===== config.mk =====
export PLATFORM = sky130hd
export DESIGN_NAME = packet_fifo
export DESIGN_NICKNAME = d
export VERILOG_FILES = /design/src/logic/pfifo_pkg.sv /design/src/logic/packet_fifo.sv
export VERILOG_INCLUDE_DIRS = /design/src /design/src/logic
export SDC_FILE = /design/constraint.sdc
export NUM_CORES = 1
export LEC_CHECK = 0
export BUFFER_PORTS_ARGS = -buffer_cell sky130_fd_sc_hd__buf_2
export CORE_MARGIN = 8
export CORE_UTILIZATION = 40
export DETAILED_ROUTE_END_ITERATION = 12
export GPL_TIMING_DRIVEN = 1
export SYNTH_ARGS = -nofsm -noshare
export SYNTH_HDL_FRONTEND = slang
export SYNTH_SLANG_ARGS = --single-unit

===== constraint.sdc =====
create_clock -name clk_i -period 25.9 [get_ports clk_i]
set_input_delay 3.885 -clock clk_i [delete_from_list [all_inputs] [get_ports clk_i]]
set_output_delay 3.885 -clock clk_i [all_outputs]
set_load 0.01 [all_outputs]

===== src/logic/pfifo_consts.svh =====
`ifndef PFIFO_CONSTS_SVH
`define PFIFO_CONSTS_SVH
`define FIFO_DEPTH   7'd66
`define FIFO_LAST    7'd65
`define CNT_RST      7'h00
`define PAT_BITS     7'd64
`define ROUTE_00     2'h0
`define ROUTE_01     2'h1
`define ROUTE_10     2'h2
`define ROUTE_11     2'h3
`endif


===== src/logic/pfifo_pkg.sv =====
package pfifo_pkg;
	typedef enum logic [2:0] {
		M_SLEEP = 3'b000,
		M_STDBY = 3'b001,
		M_FS    = 3'b010,
		M_TX    = 3'b011,
		M_RX    = 3'b100
	} op_mode_t;
	typedef enum logic [1:0] {
		TX_IDLE = 2'b00,
		TX_SYNC = 2'b01,
		TX_DATA = 2'b10,
		TX_DONE = 2'b11
	} tx_state_t;
	// pattern and mapping set-up held by the host
	typedef struct packed {
		logic [63:0] pattern_value;
		logic [2:0]  pattern_length;          // bytes minus one
		logic [2:0]  pattern_error_allowance;
		logic        pattern_detect_enable;
		logic        bitsync_on;
		logic [6:0]  queue_threshold_value;
		logic [11:0] pin_route;               // two bits per general pin
	} cfg_t;
	// side signals from the packet handler and control
	typedef struct packed {
		logic checksum_good;
		logic payload_complete;
		logic receive_ready;
		logic transmit_ready;
		logic mode_settled;
		logic low_supply_flag;
		logic auto_sequence_active;
	} side_t;
endpackage


===== src/logic/packet_fifo.sv =====
`timescale 1ns/1ps
// Contract
// byte buffer plus bit shifter; tx MSB first, rx bits packed into bytes
// buffer holds exactly 66 bytes for both directions
// fifo_has_data high iff at least one byte stored
// while reading, fifo_has_data changes only at chip select fall
// queue_at_capacity high exactly when buffer is full
// byte arriving at full buffer is dropped and sets overflow flag
// writing one clears overflow flag and the whole buffer
// frame_tx_done rises after the last packet bit leaves the shifter
// threshold flag re-evaluated only on buffer read or write
// threshold flag high while fill exceeds queue_threshold_value
// threshold flag invalid after full until buffer empties
// host waits for mode_settled after sleep request before access
// keep buffer standby/sleep swaps and standby/sleep into transmit
// keep buffer from receive into standby or sleep
// flush on idle to receive, receive to transmit, leaving transmit
// detect pattern only when enabled, continuous also needs bit sync
// compare shifted bits continuously, set match flag within tolerance
// first bit meets bit 7 of first byte, last meets bit 0
// clear match flag on leaving receive or buffer emptying
// pattern length one to eight bytes, also used for transmit
// accept up to pattern_error_allowance bit mismatches, zero to seven
// pattern from 64-bit value, also sent; host avoids zero bytes
// continuous routing: pin 2 data, pin 1 bit clock on code 00
// packet routing: pin0 checksum/tx done, pin2 has data, 01 payload
// packet rx data shown only between receive_ready and payload_complete
// frame addressing buffer sends all its data bytes to the buffer; code ignores host writes while in receive mode
`include "pfifo_consts.svh"
module packet_fifo import pfifo_pkg::*; (
	input  wire logic     clk_i,
	input  wire logic     sys_rst_i,
	input  wire op_mode_t op_mode_i,
	input  wire logic     packet_mode_i,
	input  wire cfg_t     cfg_i,
	input  wire side_t    side_i,
	input  wire logic     spi_cs_n_i,
	input  wire logic     fifo_frame_i,
	input  wire logic     host_wr_i,
	input  wire logic [7:0] host_wdata_i,
	input  wire logic     host_rd_i,
	input  wire logic     ovf_clear_i,
	input  wire logic     bit_clk_i,
	input  wire logic     rx_bit_i,
	output logic [7:0]    host_rdata_o,
	output logic          tx_bit_o,
	output logic          fifo_has_data_o,
	output logic          queue_at_capacity_o,
	output logic          queue_overflow_flag_o,
	output logic          queue_threshold_flag_o,
	output logic          frame_tx_done_o,
	output logic          pattern_match_flag_o,
	output logic [5:0]    gp_o
);
	logic [7:0]  mem [0:65];
	logic [6:0]  cnt_r, wp_r, rp_r;
	logic [2:0]  clk_s_r, cs_s_r;
	logic [1:0]  rxd_s_r;
	logic [63:0] rsr_r, tsr_r;
	logic [6:0]  tbits_r;
	logic [2:0]  rbits_r;
	logic [7:0]  rbyte_r;
	op_mode_t    mode_r;
	tx_state_t   tx_r;
	logic        reading_r, lvl_blk_r, rx_win_r, prc_r, prr_r, tx_bit_r;
	logic        push, pop, full, flush, bit_rise, bit_fall, cs_fall, tx_pop;
	logic        rx_push, det_on, hit;
	logic [7:0]  push_data;
	logic [6:0]  cnt_nxt, nbits;
	logic [5:0]  gp_nxt;
	// population count of mismatched bits inside the active pattern window
	function automatic logic [6:0] mism(input logic [63:0] sr, input logic [63:0] pv, input logic [2:0] len);
		logic [63:0] d;
		logic [6:0]  n;
		d = (sr ^ (pv >> (7'd56 - {len, 3'b000}))) & ~(64'hffff_ffff_ffff_fffe << {len, 3'b111});
		n = 7'h00;
		for (int i = 0; i < 64; i++)
			n = n + {6'h00, d[i]};
		return n;
	endfunction
	// two-flop synchronisers; stage 2 onward feeds logic, stage 3 is edge history
	always_ff @(posedge clk_i) begin
		if (sys_rst_i) begin
			clk_s_r <= 3'h0;
			cs_s_r  <= 3'h7;
			rxd_s_r <= 2'h0;
		end else begin
			clk_s_r <= {clk_s_r[1:0], bit_clk_i};
			cs_s_r  <= {cs_s_r[1:0], spi_cs_n_i};
			rxd_s_r <= {rxd_s_r[0], rx_bit_i};
		end
	end
	assign bit_rise = clk_s_r[1] & ~clk_s_r[2];
	assign bit_fall = ~clk_s_r[1] & clk_s_r[2];
	assign cs_fall  = ~cs_s_r[1] & cs_s_r[2];
	assign full  = (cnt_r == `FIFO_DEPTH);
	assign nbits = {1'b0, cfg_i.pattern_length, 3'b000} + 7'd8;
	// host data only counts inside a frame addressed to the buffer
	assign push = (host_wr_i & fifo_frame_i & (mode_r != M_RX)) | rx_push;
	assign push_data = rx_push ? {rbyte_r[6:0], rxd_s_r[1]} : host_wdata_i;
	assign pop   = ((host_rd_i & fifo_frame_i) | tx_pop) & (cnt_r != 7'h00);
	// buffer flush on overflow clear or mode change; kept transitions fall through untouched
	assign flush = ovf_clear_i
		| (op_mode_i == M_RX && mode_r != M_RX)
		| (op_mode_i == M_TX && mode_r == M_RX)
		| (op_mode_i != M_TX && mode_r == M_TX);

	// fill count with drop on full, push and pop may share a cycle
	always_comb begin
		cnt_nxt = cnt_r;
		if (flush)
			cnt_nxt = `CNT_RST;
		else
			cnt_nxt = cnt_r + {6'h00, push & ~full} - {6'h00, pop};
	end

	// storage and pointers wrap at the last location
	always_ff @(posedge clk_i) begin
		if (sys_rst_i) begin
			cnt_r <= `CNT_RST;
			wp_r  <= 7'h00;
			rp_r  <= 7'h00;
			host_rdata_o <= 8'h00;
		end else begin
			cnt_r <= cnt_nxt;
			if (flush) begin
				wp_r <= 7'h00;
				rp_r <= 7'h00;
			end else begin
				if (push & ~full) begin
					mem[wp_r] <= push_data;
					wp_r <= (wp_r == `FIFO_LAST) ? 7'h00 : wp_r + 7'd1;
				end
				if (pop) begin
					host_rdata_o <= mem[rp_r];
					rp_r <= (rp_r == `FIFO_LAST) ? 7'h00 : rp_r + 7'd1;
				end
			end
		end
	end

	// overflow: a clear wins over a new overflow in the same cycle
	always_ff @(posedge clk_i) begin
		if (sys_rst_i)
			queue_overflow_flag_o <= 1'b0;
		else if (push & full & ~flush)
			queue_overflow_flag_o <= 1'b1;
		else if (ovf_clear_i)
			queue_overflow_flag_o <= 1'b0;
	end

	// during a read burst the flag is frozen so the host never sees it drop mid-byte
	always_ff @(posedge clk_i) begin
		if (sys_rst_i) begin
			reading_r <= 1'b0;
			fifo_has_data_o <= 1'b0;
			queue_at_capacity_o <= 1'b0;
		end else begin
			if (host_rd_i & fifo_frame_i)
				reading_r <= 1'b1;
			else if (cs_s_r[1])
				reading_r <= 1'b0;
			if (!reading_r || cs_fall)
				fifo_has_data_o <= (cnt_r != 7'h00);
			queue_at_capacity_o <= full;
		end
	end

	// threshold flag moves only on buffer traffic and is blanked after a full event
	always_ff @(posedge clk_i) begin
		if (sys_rst_i) begin
			lvl_blk_r <= 1'b0;
			queue_threshold_flag_o <= 1'b0;
		end else begin
			if (cnt_nxt == `FIFO_DEPTH)
				lvl_blk_r <= 1'b1;
			else if (cnt_nxt == 7'h00)
				lvl_blk_r <= 1'b0;
			if (cnt_nxt == `FIFO_DEPTH)
				queue_threshold_flag_o <= 1'b0;
			else if ((push | pop | flush) && !lvl_blk_r)
				queue_threshold_flag_o <= (cnt_nxt > cfg_i.queue_threshold_value);
		end
	end

	assign det_on = cfg_i.pattern_detect_enable & (packet_mode_i | cfg_i.bitsync_on);
	assign hit = mism(rsr_r, cfg_i.pattern_value, cfg_i.pattern_length)
		<= {4'h0, cfg_i.pattern_error_allowance};
	assign rx_push = bit_rise && packet_mode_i && mode_r == M_RX && pattern_match_flag_o && rbits_r == 3'h7;

	// receive side: bit shifter, pattern comparator and byte packer
	always_ff @(posedge clk_i) begin
		if (sys_rst_i) begin
			rsr_r   <= 64'h0;
			rbits_r <= 3'h0;
			rbyte_r <= 8'h00;
			pattern_match_flag_o <= 1'b0;
		end else begin
			if (bit_rise && mode_r == M_RX) begin
				rsr_r <= {rsr_r[62:0], rxd_s_r[1]};
				if (pattern_match_flag_o) begin
					rbyte_r <= {rbyte_r[6:0], rxd_s_r[1]};
					rbits_r <= rbits_r + 3'h1;
				end
			end
			if (det_on && mode_r == M_RX && op_mode_i == M_RX && !pattern_match_flag_o && hit && !flush)
				pattern_match_flag_o <= 1'b1;
			else if (op_mode_i != M_RX || (cnt_r != 7'h00 && cnt_nxt == 7'h00 && !rx_push))
				pattern_match_flag_o <= 1'b0;
			if (!pattern_match_flag_o)
				rbits_r <= 3'h0;
		end
	end

	assign tx_pop = bit_fall && packet_mode_i && mode_r == M_TX
		&& ((tx_r == TX_SYNC && tbits_r == 7'd1) || (tx_r == TX_DATA && tbits_r == 7'd1));

	// transmit state: pattern first, then buffered bytes until the buffer runs dry
	always_ff @(posedge clk_i) begin
		if (sys_rst_i || mode_r != M_TX || !packet_mode_i) begin
			tx_r    <= TX_IDLE;
			tsr_r   <= 64'h0;
			tbits_r <= 7'h00;
			tx_bit_r <= 1'b0;
		end else if (bit_fall) begin
			unique case (tx_r)
				TX_IDLE: if (cnt_r != 7'h00) begin
					tx_r    <= TX_SYNC;
					tsr_r   <= cfg_i.pattern_value;
					tbits_r <= nbits;
				end
				TX_SYNC, TX_DATA: begin
					if (tbits_r == 7'h00) begin
						tx_r <= TX_DONE;
					end else begin
						tx_bit_r <= tsr_r[63];
						tsr_r    <= {tsr_r[62:0], 1'b0};
						tbits_r  <= tbits_r - 7'd1;
					end
					if (tbits_r == 7'd1 && cnt_r != 7'h00) begin
						tx_r    <= TX_DATA;
						tsr_r   <= {mem[rp_r], 56'h0};
						tbits_r <= 7'd8;
					end
				end
				TX_DONE: tx_r <= TX_DONE;
			endcase
		end
	end
	assign frame_tx_done_o = (tx_r == TX_DONE);
	assign tx_bit_o = tx_bit_r;

	// mode history and receive data window edges
	always_ff @(posedge clk_i) begin
		if (sys_rst_i) begin
			mode_r <= M_SLEEP;
			prr_r <= 1'b0;
			prc_r <= 1'b0;
			rx_win_r <= 1'b0;
		end else begin
			mode_r <= op_mode_i;
			prr_r <= side_i.receive_ready;
			prc_r <= side_i.payload_complete;
			if (side_i.payload_complete & ~prc_r)
				rx_win_r <= 1'b0;
			else if (side_i.receive_ready & ~prr_r)
				rx_win_r <= 1'b1;
		end
	end

	// pin routing per data mode, operating mode and two-bit code
	always_comb begin
		logic rx, tx, dat;
		logic [1:0] c0, c1, c2, c3, c4, c5;
		rx = (mode_r == M_RX);
		tx = (mode_r == M_TX);
		{c5, c4, c3, c2, c1, c0} = cfg_i.pin_route;
		dat = tx ? tx_bit_r : (rxd_s_r[1] & (rx_win_r | ~packet_mode_i));
		gp_nxt = 6'h00;
		if (packet_mode_i) begin
			unique case (c0)
				`ROUTE_00: gp_nxt[0] = rx ? side_i.checksum_good : tx & frame_tx_done_o;
				`ROUTE_01: gp_nxt[0] = rx ? side_i.payload_complete : tx & side_i.transmit_ready;
				`ROUTE_10: gp_nxt[0] = rx ? pattern_match_flag_o : side_i.low_supply_flag;
				`ROUTE_11: gp_nxt[0] = 1'b0;
			endcase
			unique case (c1)
				`ROUTE_00: gp_nxt[1] = queue_threshold_flag_o;
				`ROUTE_01: gp_nxt[1] = queue_at_capacity_o;
				`ROUTE_10: gp_nxt[1] = fifo_has_data_o;
				`ROUTE_11: gp_nxt[1] = 1'b0;
			endcase
			unique case (c2)
				`ROUTE_00: gp_nxt[2] = fifo_has_data_o;
				`ROUTE_01: gp_nxt[2] = (rx | tx) & dat;
				`ROUTE_10: gp_nxt[2] = side_i.low_supply_flag;
				`ROUTE_11: gp_nxt[2] = side_i.auto_sequence_active;
			endcase
			gp_nxt[3] = (c3 == `ROUTE_00) ? queue_at_capacity_o : (c3 == `ROUTE_10) & rx & pattern_match_flag_o;
		end else begin
			gp_nxt[2] = (rx | tx) & dat;
			gp_nxt[1] = (c1 == `ROUTE_00) & (rx | tx) & clk_s_r[1];
			gp_nxt[0] = (c0 == `ROUTE_00) ? rx & pattern_match_flag_o : (c0 == `ROUTE_11) & side_i.mode_settled;
			gp_nxt[3] = (c3 == `ROUTE_10) & side_i.auto_sequence_active;
		end
		gp_nxt[4] = (c4 == `ROUTE_10) & side_i.low_supply_flag;
		gp_nxt[5] = (c5 == `ROUTE_11) & side_i.mode_settled;
	end

	always_ff @(posedge clk_i) begin
		if (sys_rst_i)
			gp_o <= 6'h00;
		else
			gp_o <= gp_nxt;
	end
endmodule


Word-level counts from Yosys, hierarchy flattened
Memories as Yosys holds them, arrays and structs flattened. A register that Yosys moved wholly into a read port is not among the register bits.
Cells that the tools add are included.
{"block": "word_totals", "memories": 1, "ff_bits": 204, "ramBits": 528}
{"memory": "mem", "words": 66, "word_bits": 8, "read_ports": 1, "rd_clocked_by_memory_dff": 1, "wr": 1, "line_no": "packet_fifo.sv:55", "source": "logic [7:0] mem [0:65];"}
{"block": "classes", "muxes": 40, "bitwise_logic": 49, "n_shift": 2, "addsub": 71, "eq_ne": 32, "n_reduce_logical": 56, "n_lt_le_gt_ge": 2}
{"cell": "$add A7 B1 Y7", "n": 58}
{"cell": "$mux W64", "n": 3}
{"cell": "$pmux W64 S2", "n": 1}
{"cell": "$and A64 B64 Y64", "n": 1}
{"cell": "$not A64 Y64", "n": 1}
{"cell": "$shl A64 B6 Y64 const A", "n": 1}
{"cell": "$shr A64 B7 Y64", "n": 1}
{"cell": "$xor A64 B64 Y64", "n": 1}
{"cell": "$mux W7", "n": 8}
{"cell": "$eq A7 B7 Y1 const B", "n": 4}
{"cell": "$and A1 B1 Y1", "n": 26}
{"cell": "$eq A2 B2 Y1 const B", "n": 11}
{"cell": "$logic_and A1 B1 Y1", "n": 22}
{"cell": "$mux W1", "n": 18}
{"cell": "$add A7 B1 Y7 const B", "n": 2}
{"cell": "$logic_not A7 Y1", "n": 2}
{"cell": "$pmux W7 S2", "n": 1}
{"cell": "$ne A3 B3 Y1 const B", "n": 4}
{"cell": "$pmux W1 S4", "n": 3}
{"cell": "$logic_not A2 Y1", "n": 5}
{"cell": "$not A1 Y1", "n": 10}
{"cell": "$or A1 B1 Y1", "n": 10}
{"cell": "$reduce_bool A2 Y1", "n": 5}
{"cell": "$reduce_or A2 Y1", "n": 5}
{"cell": "29 further kinds", "n": 49}

Logic depth before layout (Yosys ltp)
Gate-level depths: netlist of run 1.
{"block": "logic_depth", "ltp_word": 71, "mapped_depth": 32, "mapped_depth_nobuf": 29}

Least setup slack after synthesis of run 1
Ideal clock, no wire load.
{"block": "synth_timing", "path_kind": "input-to-reg", "from": "input port cfg_i[24] in the netlist's numbering", "to": "register pattern_match_flag_o", "path_buffers": 4, "t_required_ps": 25817, "stages": 30, "arrival_ps": 11574, "setup_slack_ps": 14244, "cell_sequence": "clkbuf_1 buf_1 buf_1 clkbuf_1 o21ai_0 a21oi_1 xor2_1 nor2_1 fa_1 inv_1 fa_1 fa_1 inv_1 fa_1 fa_1 fa_1 fa_1 inv_1 fa_1 inv_1 ha_1 inv_1 fa_1 inv_1 ha_1 a21o_1 a21oi_1 a31oi_1 a2111o_1 o221ai_1"}
{"block": "synth_between", "elab_chain_cells": 71, "word_cells_on_any_way": 74}
{"element": "from (decl)", "line_no": "packet_fifo.sv:35", "source": "input wire cfg_t cfg_i,"}
{"element": "$sub A6 B6 Y7", "line_no": "packet_fifo.sv:75", "source": "d = (sr ^ (pv >> (7'd56 - {len, 3'b000}))) & ~(64'hffff_ffff_ffff_fffe << {len, 3'b111});"}
{"element": "$shr A64 B7 Y64", "line_no": "packet_fifo.sv:75"}
{"element": "$xor A64 B64 Y64", "line_no": "packet_fifo.sv:75"}
{"element": "$and A64 B64 Y64 *", "line_no": "packet_fifo.sv:75"}
{"element": "$add A1 B1 Y2", "line_no": "packet_fifo.sv:78", "source": "n = n + {6'h00, d[i]};"}
{"element": "$add A2 B1 Y3", "line_no": "packet_fifo.sv:78"}
{"element": "$add A3 B1 Y4", "line_no": "packet_fifo.sv:78"}
{"element": "$add A4 B1 Y5", "line_no": "packet_fifo.sv:78"}
{"element": "$add A5 B1 Y6", "line_no": "packet_fifo.sv:78"}
{"element": "$add A6 B1 Y7", "line_no": "packet_fifo.sv:78"}
{"element": "$add A7 B1 Y7 (56 in series)", "line_no": "packet_fifo.sv:78"}
{"element": "$add A7 B1 Y7 *", "line_no": "packet_fifo.sv:78"}
{"element": "$le A7 B3 Y1 *", "line_no": "packet_fifo.sv:188", "source": "<= {4'h0, cfg_i.pattern_error_allowance};"}
{"element": "$logic_and A1 B1 Y1 * (2 in series)", "line_no": "packet_fifo.sv:206", "source": "if (det_on && mode_r == M_RX && op_mode_i == M_RX && !pattern_match_flag_o && hit && !flush)"}
{"element": "$mux W1 or $reduce_bool A2 Y1 (tied branches)"}
{"element": "to (signal assigned)", "line_no": "packet_fifo.sv:197", "source": "pattern_match_flag_o <= 1'b0;"}
{"element": "to (signal assigned)", "line_no": "packet_fifo.sv:207", "source": "pattern_match_flag_o <= 1'b1;"}
{"element": "to (signal assigned)", "line_no": "packet_fifo.sv:209", "source": "pattern_match_flag_o <= 1'b0;"}
{"element": "to (decl)", "line_no": "packet_fifo.sv:52", "source": "output logic pattern_match_flag_o,"}
Every way passes the cells marked *; elsewhere a longest branch is shown, timed or not.
A chain may end at the register's enable or synchronous reset.

Final worst setup path of run 1
{"block": "layout_timing", "from": "input port cfg_i[25] in the netlist's numbering", "to": "register pattern_match_flag_o"}
The elaborated chain is that of the path after synthesis.

==> results of run 1 <==
-- placed cells by master, fill, tap and decap left out, types with 17 or more instances in the layout --
cell type,count
nand3_1,64
nor2_1,232
o21ai_0,56
nor3_1,18
mux2_2,31
edfxtp_1,528
a211oi_1,17
nor2b_1,34
a221oi_1,17
nand2_1,286
buf_2,138
ha_1,51
buf_4,36
o22ai_1,17
clkbuf_16,84
dfxtp_1,208
a21oi_1,149
fa_1,55
clkbuf_1,19
mux2i_1,71
xnor2_1,39
a222oi_1,53
xor2_1,27
mux4_2,127
inv_1,111
-- logic make-up after synthesis --
family | after synthesis | share of synthesized area, %
mux | 229 | 11.68
simple gates | 747 | 10.21
flops | 739 | 59.82
fa+ha+maj | 106 | 5.181
xor+xnor | 66 | 1.722
buf+inv | 266 | 3.060
compound gates | 411 | 8.331
-- through the flow --
stage | power (mW) | utilization (%) | instances | hold slack [ps] | cell area [sq um]
after floorplan | 1.981 | - | 2564 | 389.5 | 33570
after global placement | 2.217 | 42.36 | 3666 | 391.2 | 35340
after global routing | 3.517 | 45.54 | 3814 | 435.7 | 37990
after CTS | 3.361 | 45.54 | 3814 | 415.8 | 37990
final | 3.320 | 45.55 | 3817 | 410.8 | 38000
after detailed placement | 2.219 | 42.36 | 3666 | 402.5 | 35340
-- cell type report --
class / count / area share (%)
Antenna cell: 3 / 0.01976
Clock buffer: 108 / 5.854
Clock inverter: 40 / 1.120
Inverter: 114 / 1.126
Multi-Input combinational cell: 1559 / 32.93
Sequential cell: 739 / 52.86
Tap cell: 1080 / 3.556
Timing Repair Buffer: 174 / 2.529
-- worst register-to-register path, stage by stage (launching register included) --
cell and delay [ps]:
dfxtp_1 400, xor2_1 250, nand2_1 110, fa_1 550
fa_1 430, fa_1 500, inv_1 60, fa_1 530
inv_1 50, fa_1 500, inv_1 50, fa_1 550
fa_1 420, inv_1 100, fa_1 420, inv_1 70
ha_1 170, inv_1 70, fa_1 530, inv_1 50
ha_1 280, a21o_1 160, a21oi_1 140, a31oi_1 60
a2111o_1 340, o221ai_1 160
-- per-layer routing --
| metal | vias to the layer above | part of all wire [%] | track usage (%) |
|---|---|---|---|
| li1 | 9801 | - | - |
| met2 | 889 | 46 | 30.77 |
| met5 | - | 0.016 | 0 |
| met4 | 2 | 3.7 | 6.864 |
| met3 | 194 | 7.0 | 3.415 |
| met1 | 11060 | 43 | 26.65 |
-- worst max-delay path by stage --
| stage | start | to | slack, ps |
|---|---|---|---|
| floorplan | cfg_i[24] | pattern_match_flag_o | 14240 |
| global placement | cfg_i[25] | pattern_match_flag_o | 13470 |
| detailed placement | cfg_i[25] | pattern_match_flag_o | 13330 |
| CTS | cfg_i[25] | pattern_match_flag_o | 13960 |
| global route | cfg_i[25] | pattern_match_flag_o | 13460 |
| finish | cfg_i[25] | pattern_match_flag_o | 13880 |
-- power groups by stage --
stage	Clock [mW]	Sequential, mW	Combinational (mW)
floorplan	0	1.30	0.680
global placement	0	1.30	0.914
detailed placement	0	1.30	0.916
CTS	1.16	1.28	0.923
global route	1.20	1.28	1.03
finish	1.14	1.28	0.904
-- flip-flops by register name (all words and copies together), names as in the netlist, 2 cells and up, named ones only --
| name | cells |
|---|---|
| host_rdata_o | 8 |
| tbits_r | 7 |
| wp_r | 7 |
| rp_r | 7 |
| rbits_r | 3 |
| mode_r | 3 |
| cnt_r | 7 |
| tx_r | 2 |
| gp_o | 6 |
| rbyte_r | 7 |
| clk_s_r | 3 |
| tsr_r | 64 |
| cs_s_r | 3 |
| mem | 528 |
| rxd_s_r | 2 |
| rsr_r | 64 |
==> qor.csv, run 1 <==
metric,value,unit
worst_ep_arrival_time,12530,ps
worstMarginPinSlew,1289,ps
hold_path_depth,1,
clkPwrFrac,34.3,%
cts_tree,built,
path_class,input pin to flop,
antenna_found_initial,2,
grt_overflow,0,
grt_use_total,19.34,%
combPwrFrac,27.2,%
ctsResizeCount,0,
cap_viol_max_count,0,
timing.rr.end,pattern_match_flag_o,
maxSlewHeadroom,14.07,%
hold_start,cs_s_r[0],
period_needed,12020,ps
pwr-share-seq,38.5,%
route.vias.total,21940,
setup_viol,0,
r2r-start,rsr_r[53],
netSwitchingPower,0.9889,mW
ys.flop_type,edfxtp_1,
drt-initial-drc-count,2412,
wl,92.68,mm
slowest_delay,670,ps
num_rows,106,
power_density,87.37,mW/mm^2
regToRegSetupSlack,18850,ps
avgRoutedWirePerCell,24.28,um
peakVddDrop,141.5,uV
rsz0062_at_grt,false,
hold_viol,0,
avgSynthCellArea,13.09,sq um
drv_slew,0,
min_path_type,flop to flop,
ys_types,79,
clkTransAtPathRegs,60,ps
regArea,0.02009,sq mm
ioPinCount,140,
critical_path_required,26420,ps
core,0.08342,sq mm
yosysTopAreaCell,edfxtp_1,
drt_pass1_iterations,12,
synth_common_cells,"528 x edfxtp_1, 286 x nand2_1, 233 x nor2_1",
vias_per_cell,5.748,
async_flop_share,0,%
critical-path-top-delay-family,adder cells,
start_util,40.24,%
p_sw_share,29.79,%
hold_buffers,0,
drc,0,
status,"complete, no violations",
root_buffer,clkbuf_16,
synth_warnings,0,
end_kind,flop,
grt_max_degree,74,
syn_nets,2789,
cp_max_fo,65,
crit_cells,30,
die_h,305.7,um
cts.sinks,739,
holdPathEnd,cs_s_r[1],
reg2reg_depth,25,
clock_skew,41.29,ps
crit_top_cell,fa_1,
grt_pass1_vias,21590,
synthCells,2564,
cp_slowest_cell,buf_4,
finalSetupTns,0,ps
p_leak,12.81,nW
seq_area_frac_synth,59.82,%
syn-cell-area,0.03357,sq mm
fin_ws,13880,ps
post_cts_buffers,0,
place_ws,13330,ps
synthToLayoutAreaGrowth,13.20,%
place.port_buffers,139,
synth.top_cell.area_share,47.23,%
cp.buffers_inverters,9,
yosys_register_bits,739,
htreeDepth,3,
synthMostInstantiatedCell,edfxtp_1,
die_area,0.09344,sq mm
fill_cells,7457,
die_x,305.7,um
period_share,46.39,%
timing.fmax,83.22,MHz
clockBufferDepth,3,
synth-edff-count,528,
hpwl,63.64,mm
fin_nets,2893,
multi_input_area,0.01251,sq mm
netlist_top_cells_area,"edfxtp_1 47%, dfxtp_1 13%, mux4_2 8.5%",
grt_pass1_wl,138.6,mm
cts_buffers,80,
gp_congestion,0.9345,
ant_nets,0,
intPower,2.331,mW
drive_gt1_share,18.11,%
critPathLaunchType,input pin,
insertion_delay,650,ps
No activity file was read; power rests on OpenSTA's default activity.
==> inputs of run 2 (changes only) <==
==> constraint.sdc (replaced) <==
create_clock -name clk_i -period 12.25 [get_ports clk_i]
set_input_delay 1.8375 -clock clk_i [delete_from_list [all_inputs] [get_ports clk_i]]
set_output_delay 1.8375 -clock clk_i [all_outputs]
set_load 0.01 [all_outputs]
==> run 2 against run 1 <==
  * Combinational power rose by 110%
  * Critical endpoint unchanged
  * Cell count is 0.26% lower
  * Clock power rose by 110%
==> qor.csv, run 2 (synthesized netlist as in run 1, its figures left out) <==
metric,value,unit,change
ant_nets,0,,unchanged
status,"complete, no violations",,unchanged
rsz0062_at_grt,false,,unchanged
period_share,80.69,%,
die_x,305.7,um,unchanged
regArea,0.02009,sq mm,unchanged
power_density,184.9,mW/mm^2,was 87.37 mW/mm^2
drt-initial-drc-count,2588,,"was 2,412"
largest_reg_flops,528,,unchanged
postLayoutCoreUtil,45.54,%,was 45.55%
core,0.08342,sq mm,unchanged
reg.largest.list,"mem x528, rsr_r x64, tsr_r x64",,unchanged
num_rows,106,,unchanged
drive_gt1_share,18.10,%,was 18.11%
reg2reg_depth,25,,unchanged
htreeDepth,3,,unchanged
grt_pass1_wl,139.9,mm,was 138.6 mm
final_common_cell,edfxtp_1,,unchanged
worstMarginPinSlew,1320,ps,was 1289 ps
grt_overflow,0,,unchanged
worst_ep_arrival_time,10410,ps,"was 12,530 ps"
timing.rr.end,pattern_match_flag_o,,unchanged
timing.hold.ws,418.6,ps,was 410.8 ps
cts_tree,built,,unchanged
grt_pass1_vias,21850,,"was 21,590"
drt_pass1_iterations,9,,was 12
period_needed,9884,ps,
slowest_delay,650,ps,was 670 ps
hold_buffers,0,,unchanged
hold_path_depth,1,,unchanged
critPathLaunchType,input pin,,unchanged
insertion_delay,670,ps,was 650 ps
fill_cells,7415,,"was 7,457"
post_cts_buffers,0,,unchanged
path_class,input pin to flop,,unchanged
hold_start,cs_s_r[0],,unchanged
clkTransAtPathRegs,60,ps,about the same
hold_viol,0,,unchanged
route.vias.total,21800,,"was 21,940"
ioPinCount,140,,unchanged
cts_buffers,78,,was 80
cp_max_fo,46,,was 65
regMostFlops,mem,,unchanged
hpwl,64.22,mm,was 63.64 mm
peakVddDrop,355.9,uV,was 141.5 uV
root_buffer,clkbuf_16,,unchanged
setup_viol,0,,unchanged
ctsResizeCount,0,,unchanged
end_kind,flop,,unchanged
cts.sinks,739,,unchanged
min_path_type,flop to flop,,unchanged
mostFrequentLayoutCells,"528 x edfxtp_1, 286 x nand2_1, 232 x nor2_1",,unchanged
clock_skew,63.94,ps,was 41.29 ps
crit_start,cfg_i[24],,was cfg_i[25]
wl,92.97,mm,was 92.68 mm
die_h,305.7,um,unchanged
avgRoutedWirePerCell,24.42,um,was 24.28 um
clockBufferDepth,3,,unchanged
drv_slew,0,,unchanged
r2r-start,rsr_r[55],,was rsr_r[53]
grt_max_degree,74,,unchanged
multi_input_area,0.01251,sq mm,unchanged
grt_use_total,19.47,%,was 19.34%
regToRegSetupSlack,5250,ps,"was 18,850 ps"
cp_slowest_cell,buf_2,,was buf_4
timing.fmax,101.2,MHz,
p_leak,12.78,nW,was 12.81 nW
maxSlewHeadroom,11.99,%,was 14.07%
critical_path_required,12780,ps,"was 26,420 ps"
finalSetupTns,0,ps,unchanged
antenna_found_initial,3,,was 2
start_util,40.24,%,unchanged
vias_per_cell,5.725,,was 5.748
drc,0,,unchanged
critPathCapture,pattern_match_flag_o,,unchanged
place.port_buffers,139,,unchanged
cap_viol_max_count,0,,unchanged
gp_congestion,0.9349,,was 0.9345
die_area,0.09344,sq mm,unchanged
synthToLayoutAreaGrowth,13.18,%,was 13.20%
crit_top_cell,fa_1,,unchanged
fin_nets,2887,,"was 2,893"
[run 2: cell types whose count changed in the layout (fill, tap and decap cells not counted), sizes merged]
cell and delta:
clkinv +1, buf -4, inv +2, clkinvlp +5, bufinv +5, clkbuf -19
[run 2: cell type report]
type                    instances  share of cell area, %
diodes                          3                0.01976
clock buffers                  89                  5.246
clock inverters                53                  1.788
inverters                     114                  1.126
multi-input cells            1559                  32.94
flip-flops and latches        739                  52.88
well taps                    1080                  3.557
repair buffers                170                  2.450
[run 2: how the worst min path moves through the flow]
stage                           end
after global placement    cs_s_r[1]
after global routing      cs_s_r[1]
after CTS                 cs_s_r[1]
after detailed placement  cs_s_r[1]
after floorplan           cs_s_r[1]
final                     cs_s_r[1]
[run 2: stage by stage]
| step | std cells | worst slack (ps) | power, mW | instance area, sq um |
|---|---|---|---|---|
| 2_1_floorplan | 2564 | 2641 | 4.187 | 33570 |
| 3_3_place_gp | 3662 | 1922 | 4.657 | 35310 |
| 3_5_place_dp | 3662 | 1866 | 4.647 | 35310 |
| 6_report | 3807 | 2366 | 7.026 | 37990 |
| 4_1_cts | 3804 | 2462 | 7.100 | 37980 |
| 5_1_grt | 3804 | 1960 | 7.477 | 37980 |
[run 2: report_power, final]
part | internal (mW) | switching (mW) | total, mW
registers | 2.69 | 0.0210 | 2.71
clock network | 1.41 | 1.03 | 2.44
logic | 0.834 | 1.05 | 1.88
[run 2: routing by layer]
layer,global-route usage (%),up-vias,wire length (um)
li1,-,9754,-
met1,26.60,11000,39760
met2,30.91,862,42940
met3,3.588,179,6620
met4,7.424,2,3627
met5,0,-,14
[run 2: worst max-delay path, delay by kind of cell]
family	cells	cell delay [ps]
fa+ha+maj	12	5230
compound gates	5	870
simple gates	4	940
buf+inv	8	1510
